$ cat config.mk
export PLATFORM = sky130hd
export DESIGN_NAME = nmes_top
export DESIGN_NICKNAME = d
export VERILOG_FILES = /design/src/nmes_pkg.sv /design/src/nmes_sync.sv /design/src/nmes_loopback.sv /design/src/nmes_top.sv
export VERILOG_INCLUDE_DIRS = /design/src
export SDC_FILE = /design/constraint.sdc
export NUM_CORES = 1
export LEC_CHECK = 0
export ABC_CLOCK_PERIOD_IN_PS = 8300
export BUFFER_PORTS_ARGS = -buffer_cell sky130_fd_sc_hd__buf_4
export CORE_UTILIZATION = 40
export DETAILED_ROUTE_END_ITERATION = 7
export PLACE_DENSITY = 0.6
export RECOVER_POWER = 25
export SYNTH_ARGS = -nofsm -noshare
export SYNTH_HDL_FRONTEND = slang
export SYNTH_HIERARCHICAL = 1
export SYNTH_SLANG_ARGS = --single-unit
export TNS_END_PERCENT = 50
$ cat constraint.sdc
create_clock -name clk_sys -period 8.3 [get_ports clk_sys]
set_input_delay 0.83 -clock clk_sys [delete_from_list [all_inputs] [get_ports clk_sys]]
set_output_delay 0.83 -clock clk_sys [all_outputs]
set_load 0.005 [all_outputs]
$ cat src/nmes_defines.svh
// Constants of the network master error status block.
// Assumes inclusion by its bare name from the package, nmes_sync, nmes_loopback and nmes_top.
`ifndef NMES_DEFINES_SVH
`define NMES_DEFINES_SVH

// Register indexes; the byte address is four times the index
`define NMES_IDX_ERR_STATUS 8'h1D
`define NMES_IDX_IRQ_STATUS 8'h20
`define NMES_IDX_IRQ_MASK 8'h21
`define NMES_IDX_FINAL_STN 8'h22
`define NMES_IDX_LB_CTRL 8'h23

// Bit positions in the detailed error status word
`define NMES_B_LINK_SOME 0
`define NMES_B_LINK_ALL 1
`define NMES_B_REMOTE_IO 2
`define NMES_B_UNREG_STN 3
`define NMES_B_SPEED 4
`define NMES_B_RD_SETUP 6
`define NMES_B_NVMEM 7
`define NMES_B_SWITCH 8
`define NMES_B_HW 15
`define NMES_ERR_IMPL_MASK 16'h81DF

// Loopback control fields
`define NMES_LB_START_BIT 0
`define NMES_LB_BUSY_BIT 0
`define NMES_LB_DONE_BIT 1
`define NMES_LB_PASS_BIT 2

// Reset values
`define NMES_FINAL_STN_RST 7'h40
`define NMES_IRQ_MASK_RST 16'h0000

// Special-range station window
`define NMES_RD_STN_MIN 7'h31
`define NMES_RD_STN_MAX 7'h40

// Supported speed selector positions, one bit per position
`define NMES_SPEED_OK_MASK 8'h0F

// Loopback engine
`define NMES_LB_LAT 2
`define NMES_LB_LEN 9'h100
`define NMES_LFSR_SEED 8'hA5
`define NMES_LFSR_TAPS 8'hB8

// Width of the synchronised pin bundle
`define NMES_SYNC_W 163

`endif

$ cat src/nmes_pkg.sv
// Types shared by the network master error status design.
// Assumes nmes_defines.svh is on the include path.
`include "nmes_defines.svh"

package nmes_pkg;

	typedef enum logic [1:0] {
		NMES_LB_IDLE = 2'b00,
		NMES_LB_RUN = 2'b01,
		NMES_LB_DONE = 2'b10
	} nmes_lb_state_t;

	typedef struct packed {
		nmes_lb_state_t st;
		logic [7:0] lfsr;
		logic [8:0] count;
		logic [`NMES_LB_LAT-1:0] hist;
		logic tx;
		logic err;
		logic done;
		logic passed;
		logic pass_led;
		logic fail_led;
	} nmes_lb_t;

	typedef struct packed {
		logic [15:0] err;
		logic unreg_lat;
		logic speed_lat;
		logic rd_lat;
		logic nv_lat;
		logic sw_chg;
		logic hw_lat;
		logic [7:0] sw_ref;
		logic ref_valid;
		logic tm_prev;
		logic [15:0] irq_stat;
		logic [15:0] irq_mask;
		logic [6:0] final_stn;
		logic lb_start;
		logic [31:0] prdata;
		logic pready;
		logic pslverr;
		logic irq;
	} nmes_top_t;

endpackage

$ cat src/nmes_sync.sv
// Two flip-flop synchroniser for a bundle of pin inputs.
// Assumes each bit is quasi-static or needs no coherence with the others.
`include "nmes_defines.svh"

module nmes_sync
	import nmes_pkg::*;
#(
	parameter int W = 1
)
(
	input wire logic clk_sys,
	input wire logic sys_rst,
	input wire logic [W-1:0] d,
	output logic [W-1:0] q
);
	typedef struct packed {
		logic [W-1:0] s1;
		logic [W-1:0] s2;
	} nmes_sync_t;

	nmes_sync_t s_reg;
	nmes_sync_t s_next;

	always_comb
	begin
		s_next.s1 = d;
		s_next.s2 = s_reg.s1;
	end

	always_ff @(posedge clk_sys)
	begin
		if (sys_rst)
			s_reg <= '0;
		else
			s_reg <= s_next;
	end

	assign q = s_reg.s2;
endmodule

$ cat src/nmes_loopback.sv
// Self-loopback test engine: sends a pseudo-random bit stream out on the
// loop path and checks it coming back after a fixed delay.
// Assumes the return bit arrives through the two-stage pin synchroniser.
`include "nmes_defines.svh"

module nmes_loopback
	import nmes_pkg::*;
(
	input wire logic clk_sys,
	input wire logic sys_rst,
	input wire logic start,
	input wire logic rx_sync,
	output logic tx,
	output logic busy,
	output logic done,
	output logic passed,
	output logic pass_led,
	output logic fail_led
);
	nmes_lb_t s_reg;
	nmes_lb_t s_next;

	always_comb
	begin
		s_next = s_reg;
		s_next.done = 1'b0;
		case (s_reg.st)
			NMES_LB_RUN:
			begin
				s_next.lfsr = {s_reg.lfsr[6:0],
					^(s_reg.lfsr & `NMES_LFSR_TAPS)};
				s_next.tx = s_reg.lfsr[7];
				s_next.hist = {s_reg.hist[`NMES_LB_LAT-2:0], s_reg.tx};
				s_next.count = s_reg.count + 9'h001;
				// Only the internal loop is used; no remote station needed
				if (s_reg.count > 9'(`NMES_LB_LAT) &&
					rx_sync != s_reg.hist[`NMES_LB_LAT-1])
					s_next.err = 1'b1;
				if (s_reg.count == `NMES_LB_LEN)
				begin
					s_next.st = NMES_LB_DONE;
					s_next.done = 1'b1;
					s_next.passed = ~s_next.err;
					s_next.pass_led = ~s_next.err;
					s_next.fail_led = s_next.err;
				end
			end
			NMES_LB_IDLE, NMES_LB_DONE:
			begin
				if (start)
				begin
					s_next.st = NMES_LB_RUN;
					s_next.lfsr = `NMES_LFSR_SEED;
					s_next.count = 9'h000;
					s_next.err = 1'b0;
					s_next.passed = 1'b0;
					// Both indicators dark while the test runs
					s_next.pass_led = 1'b0;
					s_next.fail_led = 1'b0;
				end
			end
			default:
				s_next.st = NMES_LB_IDLE;
		endcase
	end

	always_ff @(posedge clk_sys)
	begin
		if (sys_rst)
			s_reg <= '0;
		else
			s_reg <= s_next;
	end

	assign tx = s_reg.tx;
	assign busy = (s_reg.st == NMES_LB_RUN);
	assign done = s_reg.done;
	assign passed = s_reg.passed;
	assign pass_led = s_reg.pass_led;
	assign fail_led = s_reg.fail_led;
endmodule

$ cat src/nmes_top.sv
// Detailed error status word of a field-network master station, with an
// APB register slave, error interrupt and self-loopback test.
// Assumes status pins come from the link layer in another clock domain and
// that sys_rst is the power-on reset of the whole station.
//
// Function
// One error class per bit, 1 means present
// Bit 0 follows any per-station link error
// Bit 1 set when every station's link failed
// Bit 2 follows any per-station remote I/O error
// Bit 3 set on unregistered station connection
// Bit 3 self-clears below final, else needs reset
// Bit 4 bad speed, held until power reset
// Bit 6 special-range misuse, held until reset
// Bit 7 clears with request; failures stay set
// Bit 8 set on switch change while running
// Bit 15 loopback fault, never self-clears
// Loopback test needs no remote stations
// Pass or fail indicator lit after test
// Bits 5 and 9 to 14 read zero
//
// Register access over APB was decided locally.
`include "nmes_defines.svh"

module nmes_top
	import nmes_pkg::*;
(
	input wire logic clk_sys,
	input wire logic sys_rst,
	input wire logic psel,
	input wire logic penable,
	input wire logic pwrite,
	input wire logic [11:0] paddr,
	input wire logic [31:0] pwdata,
	output logic [31:0] prdata,
	output logic pready,
	output logic pslverr,
	input wire logic [63:0] link_err_bits,
	input wire logic [63:0] rio_err_bits,
	input wire logic unreg_seen,
	input wire logic [6:0] unreg_num,
	input wire logic [2:0] speed_sel,
	input wire logic rd_present,
	input wire logic [6:0] rd_num,
	input wire logic four_point_mode,
	input wire logic nv_write_req,
	input wire logic config_mode,
	input wire logic nv_write_fail,
	input wire logic nv_read_fail,
	input wire logic [7:0] dip_sw,
	input wire logic link_running,
	input wire logic test_mode,
	input wire logic lb_rx,
	output logic lb_tx,
	output logic pass_led,
	output logic fail_led,
	output logic irq
);
	// One bit per selector position; a clear bit marks a bad setting
	localparam logic [7:0] SPEED_OK = `NMES_SPEED_OK_MASK;

	// Matches a word-aligned byte address against a register index
	function automatic logic idx_match(input logic [11:0] a,
		input logic [7:0] idx);
		return a == {2'h0, idx, 2'h0};
	endfunction

	// Stations 1..n occupy bits 0..n-1 of the per-station words
	function automatic logic [63:0] stn_mask(input logic [6:0] n);
		logic [64:0] one;
		one = 65'h1;
		return 64'((one << n) - 65'h1);
	endfunction

	nmes_top_t s_reg;
	nmes_top_t s_next;

	logic [`NMES_SYNC_W-1:0] pin_raw;
	logic [`NMES_SYNC_W-1:0] pin_s;
	logic [63:0] link_s;
	logic [63:0] rio_s;
	logic unreg_seen_s;
	logic [6:0] unreg_num_s;
	logic [2:0] speed_s;
	logic rd_present_s;
	logic [6:0] rd_num_s;
	logic four_pt_s;
	logic nv_req_s;
	logic cfg_s;
	logic nv_wfail_s;
	logic nv_rfail_s;
	logic [7:0] dip_s;
	logic running_s;
	logic test_mode_s;
	logic lb_rx_s;

	logic lb_busy;
	logic lb_done;
	logic lb_passed;

	logic setup;
	logic wr;
	logic [63:0] mask_all;
	logic all_down;
	logic rd_bad;
	logic [15:0] err_raw;
	logic [15:0] rise;
	logic [15:0] w1c;
	logic [31:0] rdata;
	logic hit;
	logic sel_err;
	logic sel_ist;
	logic sel_imk;
	logic sel_fin;
	logic sel_lbc;
	logic unreg_hold;
	logic speed_bad;
	logic nv_fail;
	logic lb_fail;

	// Multi-bit numbers are assumed stable while their strobe is high
	assign pin_raw = {
		link_err_bits,
		rio_err_bits,
		unreg_seen,
		unreg_num,
		speed_sel,
		rd_present,
		rd_num,
		four_point_mode,
		nv_write_req,
		config_mode,
		nv_write_fail,
		nv_read_fail,
		dip_sw,
		link_running,
		test_mode,
		lb_rx
	};

	nmes_sync #(.W(`NMES_SYNC_W)) u_sync (
		.clk_sys(clk_sys),
		.sys_rst(sys_rst),
		.d(pin_raw),
		.q(pin_s)
	);

	assign {
		link_s,
		rio_s,
		unreg_seen_s,
		unreg_num_s,
		speed_s,
		rd_present_s,
		rd_num_s,
		four_pt_s,
		nv_req_s,
		cfg_s,
		nv_wfail_s,
		nv_rfail_s,
		dip_s,
		running_s,
		test_mode_s,
		lb_rx_s
	} = pin_s;

	nmes_loopback u_lb (
		.clk_sys(clk_sys),
		.sys_rst(sys_rst),
		.start(s_reg.lb_start),
		.rx_sync(lb_rx_s),
		.tx(lb_tx),
		.busy(lb_busy),
		.done(lb_done),
		.passed(lb_passed),
		.pass_led(pass_led),
		.fail_led(fail_led)
	);

	always_comb
	begin
		s_next = s_reg;

		// Error source evaluation
		mask_all = stn_mask(s_reg.final_stn);
		all_down = (s_reg.final_stn != 7'h00) &&
			((link_s & mask_all) == mask_all);
		rd_bad = rd_present_s && (rd_num_s < `NMES_RD_STN_MIN ||
			rd_num_s > `NMES_RD_STN_MAX || four_pt_s);

		// Equal to the final number is held like a higher one
		unreg_hold = unreg_seen_s && unreg_num_s >= s_reg.final_stn;
		speed_bad = !SPEED_OK[speed_s];
		nv_fail = nv_wfail_s || nv_rfail_s;
		lb_fail = lb_done && !lb_passed;

		// Latches below are released only by the power-on reset
		if (unreg_hold)
		begin
			s_next.unreg_lat = 1'b1;
		end
		if (speed_bad)
		begin
			s_next.speed_lat = 1'b1;
		end
		if (rd_bad)
		begin
			s_next.rd_lat = 1'b1;
		end
		if (nv_fail)
		begin
			s_next.nv_lat = 1'b1;
		end
		if (lb_fail)
		begin
			s_next.hw_lat = 1'b1;
		end

		// Switch reference is caught on the first cycle after reset
		if (!s_reg.ref_valid)
		begin
			s_next.ref_valid = 1'b1;
			s_next.sw_ref = dip_s;
		end
		if (s_reg.ref_valid && dip_s == s_reg.sw_ref)
		begin
			s_next.sw_chg = 1'b0;
		end
		else if (s_reg.ref_valid && running_s && dip_s != s_reg.sw_ref)
		begin
			s_next.sw_chg = 1'b1;
		end

		err_raw = 16'h0000;
		err_raw[`NMES_B_LINK_SOME] = |link_s;
		err_raw[`NMES_B_LINK_ALL] = all_down;
		err_raw[`NMES_B_REMOTE_IO] = |rio_s;
		// Low station numbers follow the live condition
		err_raw[`NMES_B_UNREG_STN] = unreg_seen_s || s_reg.unreg_lat;
		err_raw[`NMES_B_SPEED] = s_reg.speed_lat;
		err_raw[`NMES_B_RD_SETUP] = s_reg.rd_lat;
		err_raw[`NMES_B_NVMEM] = (nv_req_s && !cfg_s) || s_reg.nv_lat;
		err_raw[`NMES_B_SWITCH] = s_reg.sw_chg;
		err_raw[`NMES_B_HW] = s_reg.hw_lat;
		s_next.err = err_raw & `NMES_ERR_IMPL_MASK;

		// APB: one access cycle, answer registered at the setup edge
		setup = psel && !penable;
		wr = psel && penable && s_reg.pready && pwrite && !s_reg.pslverr;
		// Each mapped word is decoded once here
		sel_err = idx_match(paddr, `NMES_IDX_ERR_STATUS);
		sel_ist = idx_match(paddr, `NMES_IDX_IRQ_STATUS);
		sel_imk = idx_match(paddr, `NMES_IDX_IRQ_MASK);
		sel_fin = idx_match(paddr, `NMES_IDX_FINAL_STN);
		sel_lbc = idx_match(paddr, `NMES_IDX_LB_CTRL);
		// Unmapped addresses answer with an error and change nothing
		hit = sel_err ||
			sel_ist ||
			sel_imk ||
			sel_fin ||
			sel_lbc;

		// Unused and reserved bits read as zero
		rdata = 32'h0000_0000;
		if (sel_err)
		begin
			rdata[15:0] = s_reg.err;
		end
		else if (sel_ist)
		begin
			rdata[15:0] = s_reg.irq_stat;
		end
		else if (sel_imk)
		begin
			rdata[15:0] = s_reg.irq_mask;
		end
		else if (sel_fin)
		begin
			rdata[6:0] = s_reg.final_stn;
		end
		else if (sel_lbc)
		begin
			rdata[`NMES_LB_BUSY_BIT] = lb_busy;
			rdata[`NMES_LB_DONE_BIT] = pass_led || fail_led;
			rdata[`NMES_LB_PASS_BIT] = pass_led;
		end

		s_next.pready = setup;
		s_next.pslverr = setup && !hit;
		s_next.prdata = (setup && !pwrite && hit) ? rdata : 32'h0000_0000;

		// Writes land on the edge that completes the access
		w1c = 16'h0000;
		s_next.lb_start = 1'b0;
		if (wr && sel_ist)
		begin
			w1c = pwdata[15:0] & `NMES_ERR_IMPL_MASK;
		end
		if (wr && sel_imk)
		begin
			s_next.irq_mask = pwdata[15:0] & `NMES_ERR_IMPL_MASK;
		end
		if (wr && sel_fin)
		begin
			s_next.final_stn = pwdata[6:0];
		end
		if (wr && sel_lbc && pwdata[`NMES_LB_START_BIT])
		begin
			s_next.lb_start = 1'b1;
		end

		// Test-mode pin entering also launches the loopback test
		s_next.tm_prev = test_mode_s;
		if (test_mode_s && !s_reg.tm_prev)
		begin
			s_next.lb_start = 1'b1;
		end

		// A new error in the clearing cycle is kept: set beats clear
		rise = s_next.err & ~s_reg.err;
		s_next.irq_stat = (s_reg.irq_stat & ~w1c) | rise;
		s_next.irq = |(s_next.irq_stat & s_next.irq_mask);
	end

	always_ff @(posedge clk_sys)
	begin
		if (sys_rst)
		begin
			s_reg <= '0;
			s_reg.final_stn <= `NMES_FINAL_STN_RST;
			s_reg.irq_mask <= `NMES_IRQ_MASK_RST;
		end
		else
			s_reg <= s_next;
	end

	assign prdata = s_reg.prdata;
	assign pready = s_reg.pready;
	assign pslverr = s_reg.pslverr;
	assign irq = s_reg.irq;
endmodule

==> impl_metrics.json, run 1 <==
{
  "leakagePower_nw": 7.09,
  "crit_type": "in2reg",
  "critPathLaunchType": "input pin",
  "grt_pass1_vias": 10200,
  "start_util_pct": 41.1,
  "power_density_mw_per_mm2": 235,
  "status": "finished, violations left",
  "yosys_warnings": 6,
  "drt_iter0_markers": 603,
  "num_vias": 10300,
  "required_ps": 8740,
  "antenna-diode-count": 0,
  "drc_errors": 0,
  "fp.dieW_um": 194,
  "area_growth_pct": 19.9,
  "coreArea_mm2": 0.0359,
  "violations": "capacitance limit, slew limit",
  "finalWirelength_um": 35700,
  "wl_per_cell_um": 16.9,
  "netlist_instances": 1447,
  "slew_headroom_pct": -105,
  "fin_nets": 1842,
  "rows": 69,
  "post_cts_buffers": 0,
  "layout_common_cells": "dfxtp_1 (412), nor2b_1 (333), buf_4 (208)",
  "numClockSinks": 412,
  "total_power_mw": 4.16,
  "r2r_start": "s_reg[42]",
  "ios": 250,
  "gp_congestion": 0.920,
  "critPathMaxFanout": 73,
  "fillers": 3383,
  "min_from": "u_sync/s_next[102]",
  "dp.final_hpwl_um": 25400,
  "setup.worst_path.start": "sys_rst",
  "fin_worst_skew_ps": 18.5,
  "fin_crit_sh_pct": 61.4,
  "ant_nets": 0,
  "dieArea_mm2": 0.0377,
  "overflow": 0,
  "setup_viol": 0,
  "drive_gt1_share_pct": 19.1,
  "clockBufferDepth": 3,
  "drt_pass1_iterations": 5,
  "grt_use_total_pct": 19.0,
  "worstMarginPinSlew_ps": 3070,
  "grt_setup_unrepaired": "false",
  "timing.final.crit_period_ps": 5090,
  "slew_violations": 74,
  "final_common_cell": "dfxtp_1",
  "clk_latency_ps": 570,
  "antenna_found_initial": 1,
  "seqCellArea_mm2": 0.00825,
  "ctsResizeCount": 0,
  "chipHeight_um": 194,
  "syn_avg_cell_area_um2": 10.2,
  "syn_area_mm2": 0.0148,
  "ir_drop_mv": 0.132,
  "achievable-frequency_mhz": 196,
  "htree_levels": 2,
  "fin_setup_tns_ps": 0,
  "viasPerCell": 4.91,
  "grt_start_max_net_pins": 113,
  "grt_pass1_wl_um": 56200,
  "clk_pin_slew_worst_paths_ps": 60,
  "cts_buffers": 42,
  "cts_root_buf": "clkbuf_16",
  "hold_buffers": 0,
  "finalHoldViolations": 0,
  "cts_tree": "done",
  "multiInputGateArea_mm2": 0.00577,
  "crit_arrival_ps": 5540,
  "crit_path_end_kind": "flop",
  "drv_cap": 1,
  "io_buffers": 203,
  "min_path_type": "reg2reg"
}
-- final cells by class --
cell class / instances / share of cell area (%)
sequential: 412 / 46.6
inverter: 22 / 0.466
multi-input combinational: 921 / 32.6
tap: 461 / 3.26
clock inverter: 17 / 1.24
timing repair buffer: 220 / 9.24
clock buffer: 54 / 6.64
-- critical path: stages --
cell and delay (ps):
clkbuf_1 2120, clkinv_1 1270, o2111ai_1 300, a221o_1 160, or4_1 110, nor4_1 80, nand4_1 200, nor2_1 80
a221o_1 320
-- power by group --
part	switching, mW	internal [mW]
logic	0.0866	0.117
registers	0.0339	2.06
clock network	0.762	1.10
total	0.882	3.28
-- per-stage QoR --
stage	hold WS [ps]	area, um^2	setup WS, ps	utilization (%)	std cells
after detailed placement	420	16300	4250	45.5	2036
after CTS	421	17700	4190	49.4	2107
after global routing	434	17700	2650	49.3	2107
final	419	17700	3210	49.3	2107
after global placement	416	16300	4170	45.5	2036
after floorplan	411	14800	4950	-	1468
-- layer usage --
layer  global-route usage (%)  up-vias  routed length (um)
met5                        0        -                  12
met4                     7.11        2                 915
met3                     4.38       54                2250
met2                     28.3      323               15200
met1                     26.7     4784               17300
li1                         -     5184                   -
-- path summary, 6_finish.rpt --
kind	slack, ps	end	cells after the start
worst min-delay path	420	u_sync/q[102]	1
worst max register to register	4160	irq	11
worst min register to register	420	u_sync/q[102]	1
worst max-delay path	3210	irq	9
No activity file was read; power rests on OpenSTA's default activity.
==> inputs of run 2 (changes only) <==
ABC_AREA = 1   (was unset)
ABC_CLOCK_PERIOD_IN_PS = 4800   (was 8300)
PLACE_DENSITY = 0.59   (was 0.6)
clock period = 4.8 ns   (was 8.3 ns; I/O delays follow)
==> impl_metrics.json, run 2 <==
{
  "status": "finished, violations left",
  "violations": "capacitance limit, slew limit",
  "num_vias": 13800,
  "min_from": "rio_err_bits[53]",
  "power_density_mw_per_mm2": 366,
  "ant_nets": 0,
  "io_buffers": 203,
  "ir_drop_mv": 0.261,
  "crit_type": "reg2reg",
  "cts_buffers": 42,
  "fin_setup_tns_ps": 0,
  "ctsResizeCount": 0,
  "multiInputGateArea_mm2": 0.00610,
  "syn_area_mm2": 0.0170,
  "finalWirelength_um": 41600,
  "required_ps": 5320,
  "clk_latency_ps": 580,
  "htree_levels": 2,
  "worstMarginPinSlew_ps": 2450,
  "cts_root_buf": "clkbuf_16",
  "fin_nets": 2711,
  "drive_gt1_share_pct": 13.9,
  "reg2reg_to": "irq",
  "min_path_type": "in2reg",
  "fin_worst_skew_ps": 13.6,
  "clk_pin_slew_worst_paths_ps": 60,
  "place_ws_ps": 1210,
  "setup_viol": 0,
  "layout_common_cells": "nor2_1 (546), inv_1 (487), dfxtp_1 (412)",
  "finalHoldViolations": 0,
  "grt_setup_unrepaired": "false",
  "cts_tree": "done",
  "syn_avg_cell_area_um2": 7.35,
  "ff2ff_path_depth": 21,
  "dieArea_mm2": 0.0433,
  "rows": 75,
  "fin_crit_sh_pct": 75.7,
  "min_path_cells": 3,
  "slew_violations": 61,
  "grt_pass1_vias": 13400,
  "slew_headroom_pct": -63.1,
  "area_growth_pct": 17.0,
  "hold_buffers": 0,
  "ff2ff_setup_slack_ps": 1170,
  "critPathMaxFanout": 17,
  "fp.dieW_um": 208,
  "final_common_cell": "nor2_1",
  "critPathLaunchType": "flop",
  "yosys_warnings": 6,
  "numClockSinks": 412,
  "gp_congestion": 0.951,
  "crit_path_end_kind": "flop",
  "drt_pass1_iterations": 5,
  "viasPerCell": 4.52,
  "post_cts_buffers": 0,
  "hold_slack_ps": 92.9,
  "timing.final.crit_period_ps": 3630,
  "chipHeight_um": 208,
  "hold_end": "u_sync/s_next[88]",
  "fillers": 4257,
  "start_util_pct": 40.5,
  "ios": 250,
  "grt_pass1_wl_um": 67200,
  "leakagePower_nw": 10.2,
  "dp.final_hpwl_um": 31600,
  "wl_per_cell_um": 13.6,
  "timing.final.ws_setup_ps": 1170,
  "antenna_found_initial": 1,
  "r2r_start": "s_reg[38]",
  "antenna-diode-count": 0,
  "drt_iter0_markers": 1007,
  "clockBufferDepth": 3,
  "achievable-frequency_mhz": 275,
  "netlist_instances": 2312,
  "drc_errors": 0,
  "coreArea_mm2": 0.0419,
  "grt_start_max_net_pins": 109,
  "drv_cap": 1,
  "grt_use_total_pct": 19.4,
  "overflow": 0,
  "seqCellArea_mm2": 0.00825,
  "crit_arrival_ps": 4150
}
run 2: cell types whose count changed in the layout (fill, tap and decap cells not counted), moves of 26 or more:
cell / previous run / this run
nand3_1: 16 / 103
o21ai_0: 27 / 63
inv_1: 18 / 487
nor2b_1: 333 / 0
nor2_2: 1 / 27
nand4_1: 18 / 46
nor2_1: 98 / 546
nand2_1: 48 / 308
run 2: worst max-delay path, cell delays in order, from the launching register on:
cell     delay, ps
dfxtp_1        720
inv_2          260
nand3_1        190
nor2_2         130
nand2_1        130
ha_1           210
inv_1           80
nor2_2         220
nand3_4        140
nor2_4         190
nand2_2        130
nor2_2         230
nand2_1         80
nand3_1         80
nand2_1         50
nor2_1          80
nand2_1         50
nor2_1         220
nand4_1        170
nand2_1         90
nand2_1         50
nand2_1         50
run 2: routing by layer:
metal	wire length, um	global-route usage [%]	up-vias
li1	-	-	7251
met3	2410	3.94	76
met5	11	0	-
met2	19800	33.1	297
met1	18100	23.8	6178
met4	1350	8.05	2
run 2: layout make-up:
cell class	instances	share of cell area [%]
Inverter	500	9.48
Clock inverter	15	1.23
Tap cell	539	3.39
Multi-Input combinational cell	1323	30.7
Clock buffer	59	5.81
Timing Repair Buffer	209	7.91
Sequential cell	412	41.5
run 2: through the flow:
| step | area, um^2 | instances | util, % | power [mW] |
|---|---|---|---|---|
| 3_3_place_gp | 18500 | 2983 | 44.2 | 4.10 |
| 4_1_cts | 19900 | 3057 | 47.5 | 7.39 |
| 2_1_floorplan | 17100 | 2333 | - | 3.94 |
| 3_5_place_dp | 18500 | 2983 | 44.2 | 4.10 |
| 5_1_grt | 19900 | 3057 | 47.4 | 7.60 |
| 6_report | 19900 | 3057 | 47.4 | 7.27 |
run 2: worst max-delay path by stage:
| stage | startpoint | to | slack (ps) | depth (start not counted) |
|---|---|---|---|---|
| 4_1_cts | s_reg[38] | irq | 1150 | 19 |
| 6_report | s_reg[38] | irq | 1170 | 21 |
| 5_1_grt | s_reg[38] | irq | 760 | 21 |
| 2_1_floorplan | s_reg[36] | irq | 2420 | 22 |
| 3_5_place_dp | s_reg[38] | irq | 1210 | 19 |
| 3_3_place_gp | s_reg[38] | irq | 1200 | 19 |
run 2: report_power, final:
group | leakage, nW | internal, mW | switching [mW] | total, mW
clock network | 0.680 | 1.91 | 1.34 | 3.25
logic | 6.15 | 0.195 | 0.209 | 0.404
registers | 3.40 | 3.57 | 0.0499 | 3.62
total | 10.2 | 5.67 | 1.60 | 7.27
==> inputs of run 3 (changes only) <==
ABC_CLOCK_PERIOD_IN_PS = 3450   (was 4800)
clock period = 3.45 ns   (was 4.8 ns; I/O delays follow)
==> impl_metrics.json, run 3 (synthesis results as in run 2) <==
{
  "status": "finished, violations left",
  "violations": "capacitance limit, slew limit",
  "chipHeight_um": 208,
  "pwr-share-seq_pct": 48.1,
  "area_growth_pct": 27.9,
  "r2r_start": "s_reg[38]",
  "wl_per_cell_um": 13.8,
  "overflow": 0,
  "grt_pass1_wl_um": 71400,
  "antenna-diode-count": 0,
  "swShare_pct": 21.8,
  "cts_tree": "done",
  "slew_violations": 266,
  "timing.final.crit_period_ps": 3090,
  "hold_slack_ps": 36.4,
  "timing.final.ws_setup_ps": 357,
  "htree_levels": 2,
  "grt_start_max_net_pins": 266,
  "min_path_type": "in2reg",
  "clk_pin_slew_worst_paths_ps": 70,
  "grt_pass1_vias": 14100,
  "ir_drop_mv": 0.320,
  "fp.dieW_um": 208,
  "postPlaceCellArea_mm2": 0.0187,
  "gp_congestion": 0.935,
  "grt_use_total_pct": 20.7,
  "cpMostUsedCell": "nand2_1",
  "fin_setup_tns_ps": 0,
  "layout_common_cells": "nor2_1 (545), inv_1 (486), dfxtp_1 (410)",
  "start_util_pct": 40.5,
  "placed_cells": 3001,
  "fin_worst_skew_ps": 22.3,
  "p_switching_mw": 2.28,
  "crit_type": "reg2reg",
  "slew_headroom_pct": -27.2,
  "stdcell_count": 3238,
  "grt_setup_unrepaired": "false",
  "place_ws_ps": 222,
  "finalWirelength_um": 44800,
  "required_ps": 3970,
  "crit_arrival_ps": 3610,
  "critPathLaunchType": "flop",
  "leakagePower_nw": 11.0,
  "drt_pass1_iterations": 5,
  "drc_errors": 0,
  "final_core_util_pct": 51.8,
  "crit_path_end_kind": "flop",
  "total_power_mw": 10.5,
  "reg2reg_to": "irq",
  "p_clk_share_pct": 45.0,
  "fin_nets": 2889,
  "crit_path_end": "irq",
  "worstMarginPinSlew_ps": 1910,
  "clockBufferDepth": 3,
  "viasPerCell": 4.54,
  "critPathMaxFanout": 15,
  "final_common_cell": "nor2_1",
  "post_cts_buffers": 0,
  "power_density_mw_per_mm2": 482,
  "dp.final_hpwl_um": 32200,
  "achievable-frequency_mhz": 323,
  "min_from": "link_err_bits[22]",
  "rows": 75,
  "internal_power_mw": 8.18,
  "coreArea_mm2": 0.0419,
  "clk_latency_ps": 580,
  "cp_slowest_cell": "dfxtp_1",
  "drt_iter0_markers": 937,
  "ios": 250,
  "fin_crit_sh_pct": 89.6,
  "num_vias": 14700,
  "antenna_found_initial": 2,
  "setup_viol": 0,
  "drv_cap": 1,
  "numClockSinks": 412,
  "worstPathCellList": "buf_6 > nor2_1 > nand2_1 > nor2_1 > inv_1 > ha_1 > inv_1 > nor2_2 > nand3_4 > nor2_4 > nand2_1 > nand3b_1 > nand3_1 > nor2_1 > nand2_1 > nor2_1 > nand2_1 > nor2_2 > nand4_1 > nand2_1 > nand2_1 > nand2_1",
  "setup.worst_path.start": "s_reg[38]",
  "power_frac_comb_pct": 6.9,
  "dieArea_mm2": 0.0433,
  "finalHoldViolations": 0,
  "drive_gt1_share_pct": 14.1,
  "critical_path.max_stage_delay_ps": 380,
  "ff2ff_setup_slack_ps": 360,
  "io_buffers": 203,
  "ff2ff_path_depth": 22,
  "cts_root_buf": "clkbuf_16",
  "cts_buffers": 42,
  "ant_nets": 0,
  "fillers": 4045,
  "postLayoutCellArea_mm2": 0.0217
}
-- run 3: area by class of cell --
| type | count | area, um^2 | area share (%) |
|---|---|---|---|
| clock buffers | 64 | 1250 | 5.78 |
| repair buffers | 387 | 3300 | 15.2 |
| multi-input cells | 1323 | 6150 | 28.3 |
| clock inverters | 13 | 211 | 0.973 |
| inverters | 500 | 1880 | 8.67 |
| flip-flops and latches | 412 | 8250 | 38.0 |
| well taps | 539 | 674 | 3.10 |
-- run 3: layer usage --
layer  share of wire [%]  up-vias  global-route usage, %
met4                 2.3        4                   6.67
met2                  48      362                   36.0
met3                 5.4       75                   3.85
met5               0.063        -                      0
li1                    -     7604                      -
met1                  44     6652                   25.8
-- run 3: worst min path at each step --
stage                         end  slack, ps  depth (start not counted)
2_1_floorplan         u_sync/q[0]        390                          2
3_3_place_gp         u_sync/q[91]        390                          2
3_5_place_dp         u_sync/q[22]        390                          2
4_1_cts        u_sync/s_next[121]          4                          3
5_1_grt        u_sync/s_next[161]         30                          3
6_report       u_sync/s_next[121]         40                          3
-- run 3: worst max-delay path, delay by kind of cell (launching register included) --
kind / cells / cell delay [ps]
flops: 1 / 380
simple gates: 18 / 2130
buf+inv: 3 / 340
fa+ha+maj: 1 / 200
-- run 3: what timing repair did --
action	4_1_cts	5_1_grt
hold endpoints to repair	160	0
hold buffers	160	0
resized for setup	0	5
setup endpoints to repair	0	3
-- run 3: power groups by stage --
stage / Clock [mW] / Combinational [mW] / Sequential [mW]
after floorplan: 0 / 0.368 / 5.11
after global placement: 0 / 0.569 / 5.13
after detailed placement: 0 / 0.577 / 5.14
after CTS: 4.85 / 0.725 / 5.03
after global routing: 5.05 / 0.813 / 5.05
final: 4.71 / 0.723 / 5.03
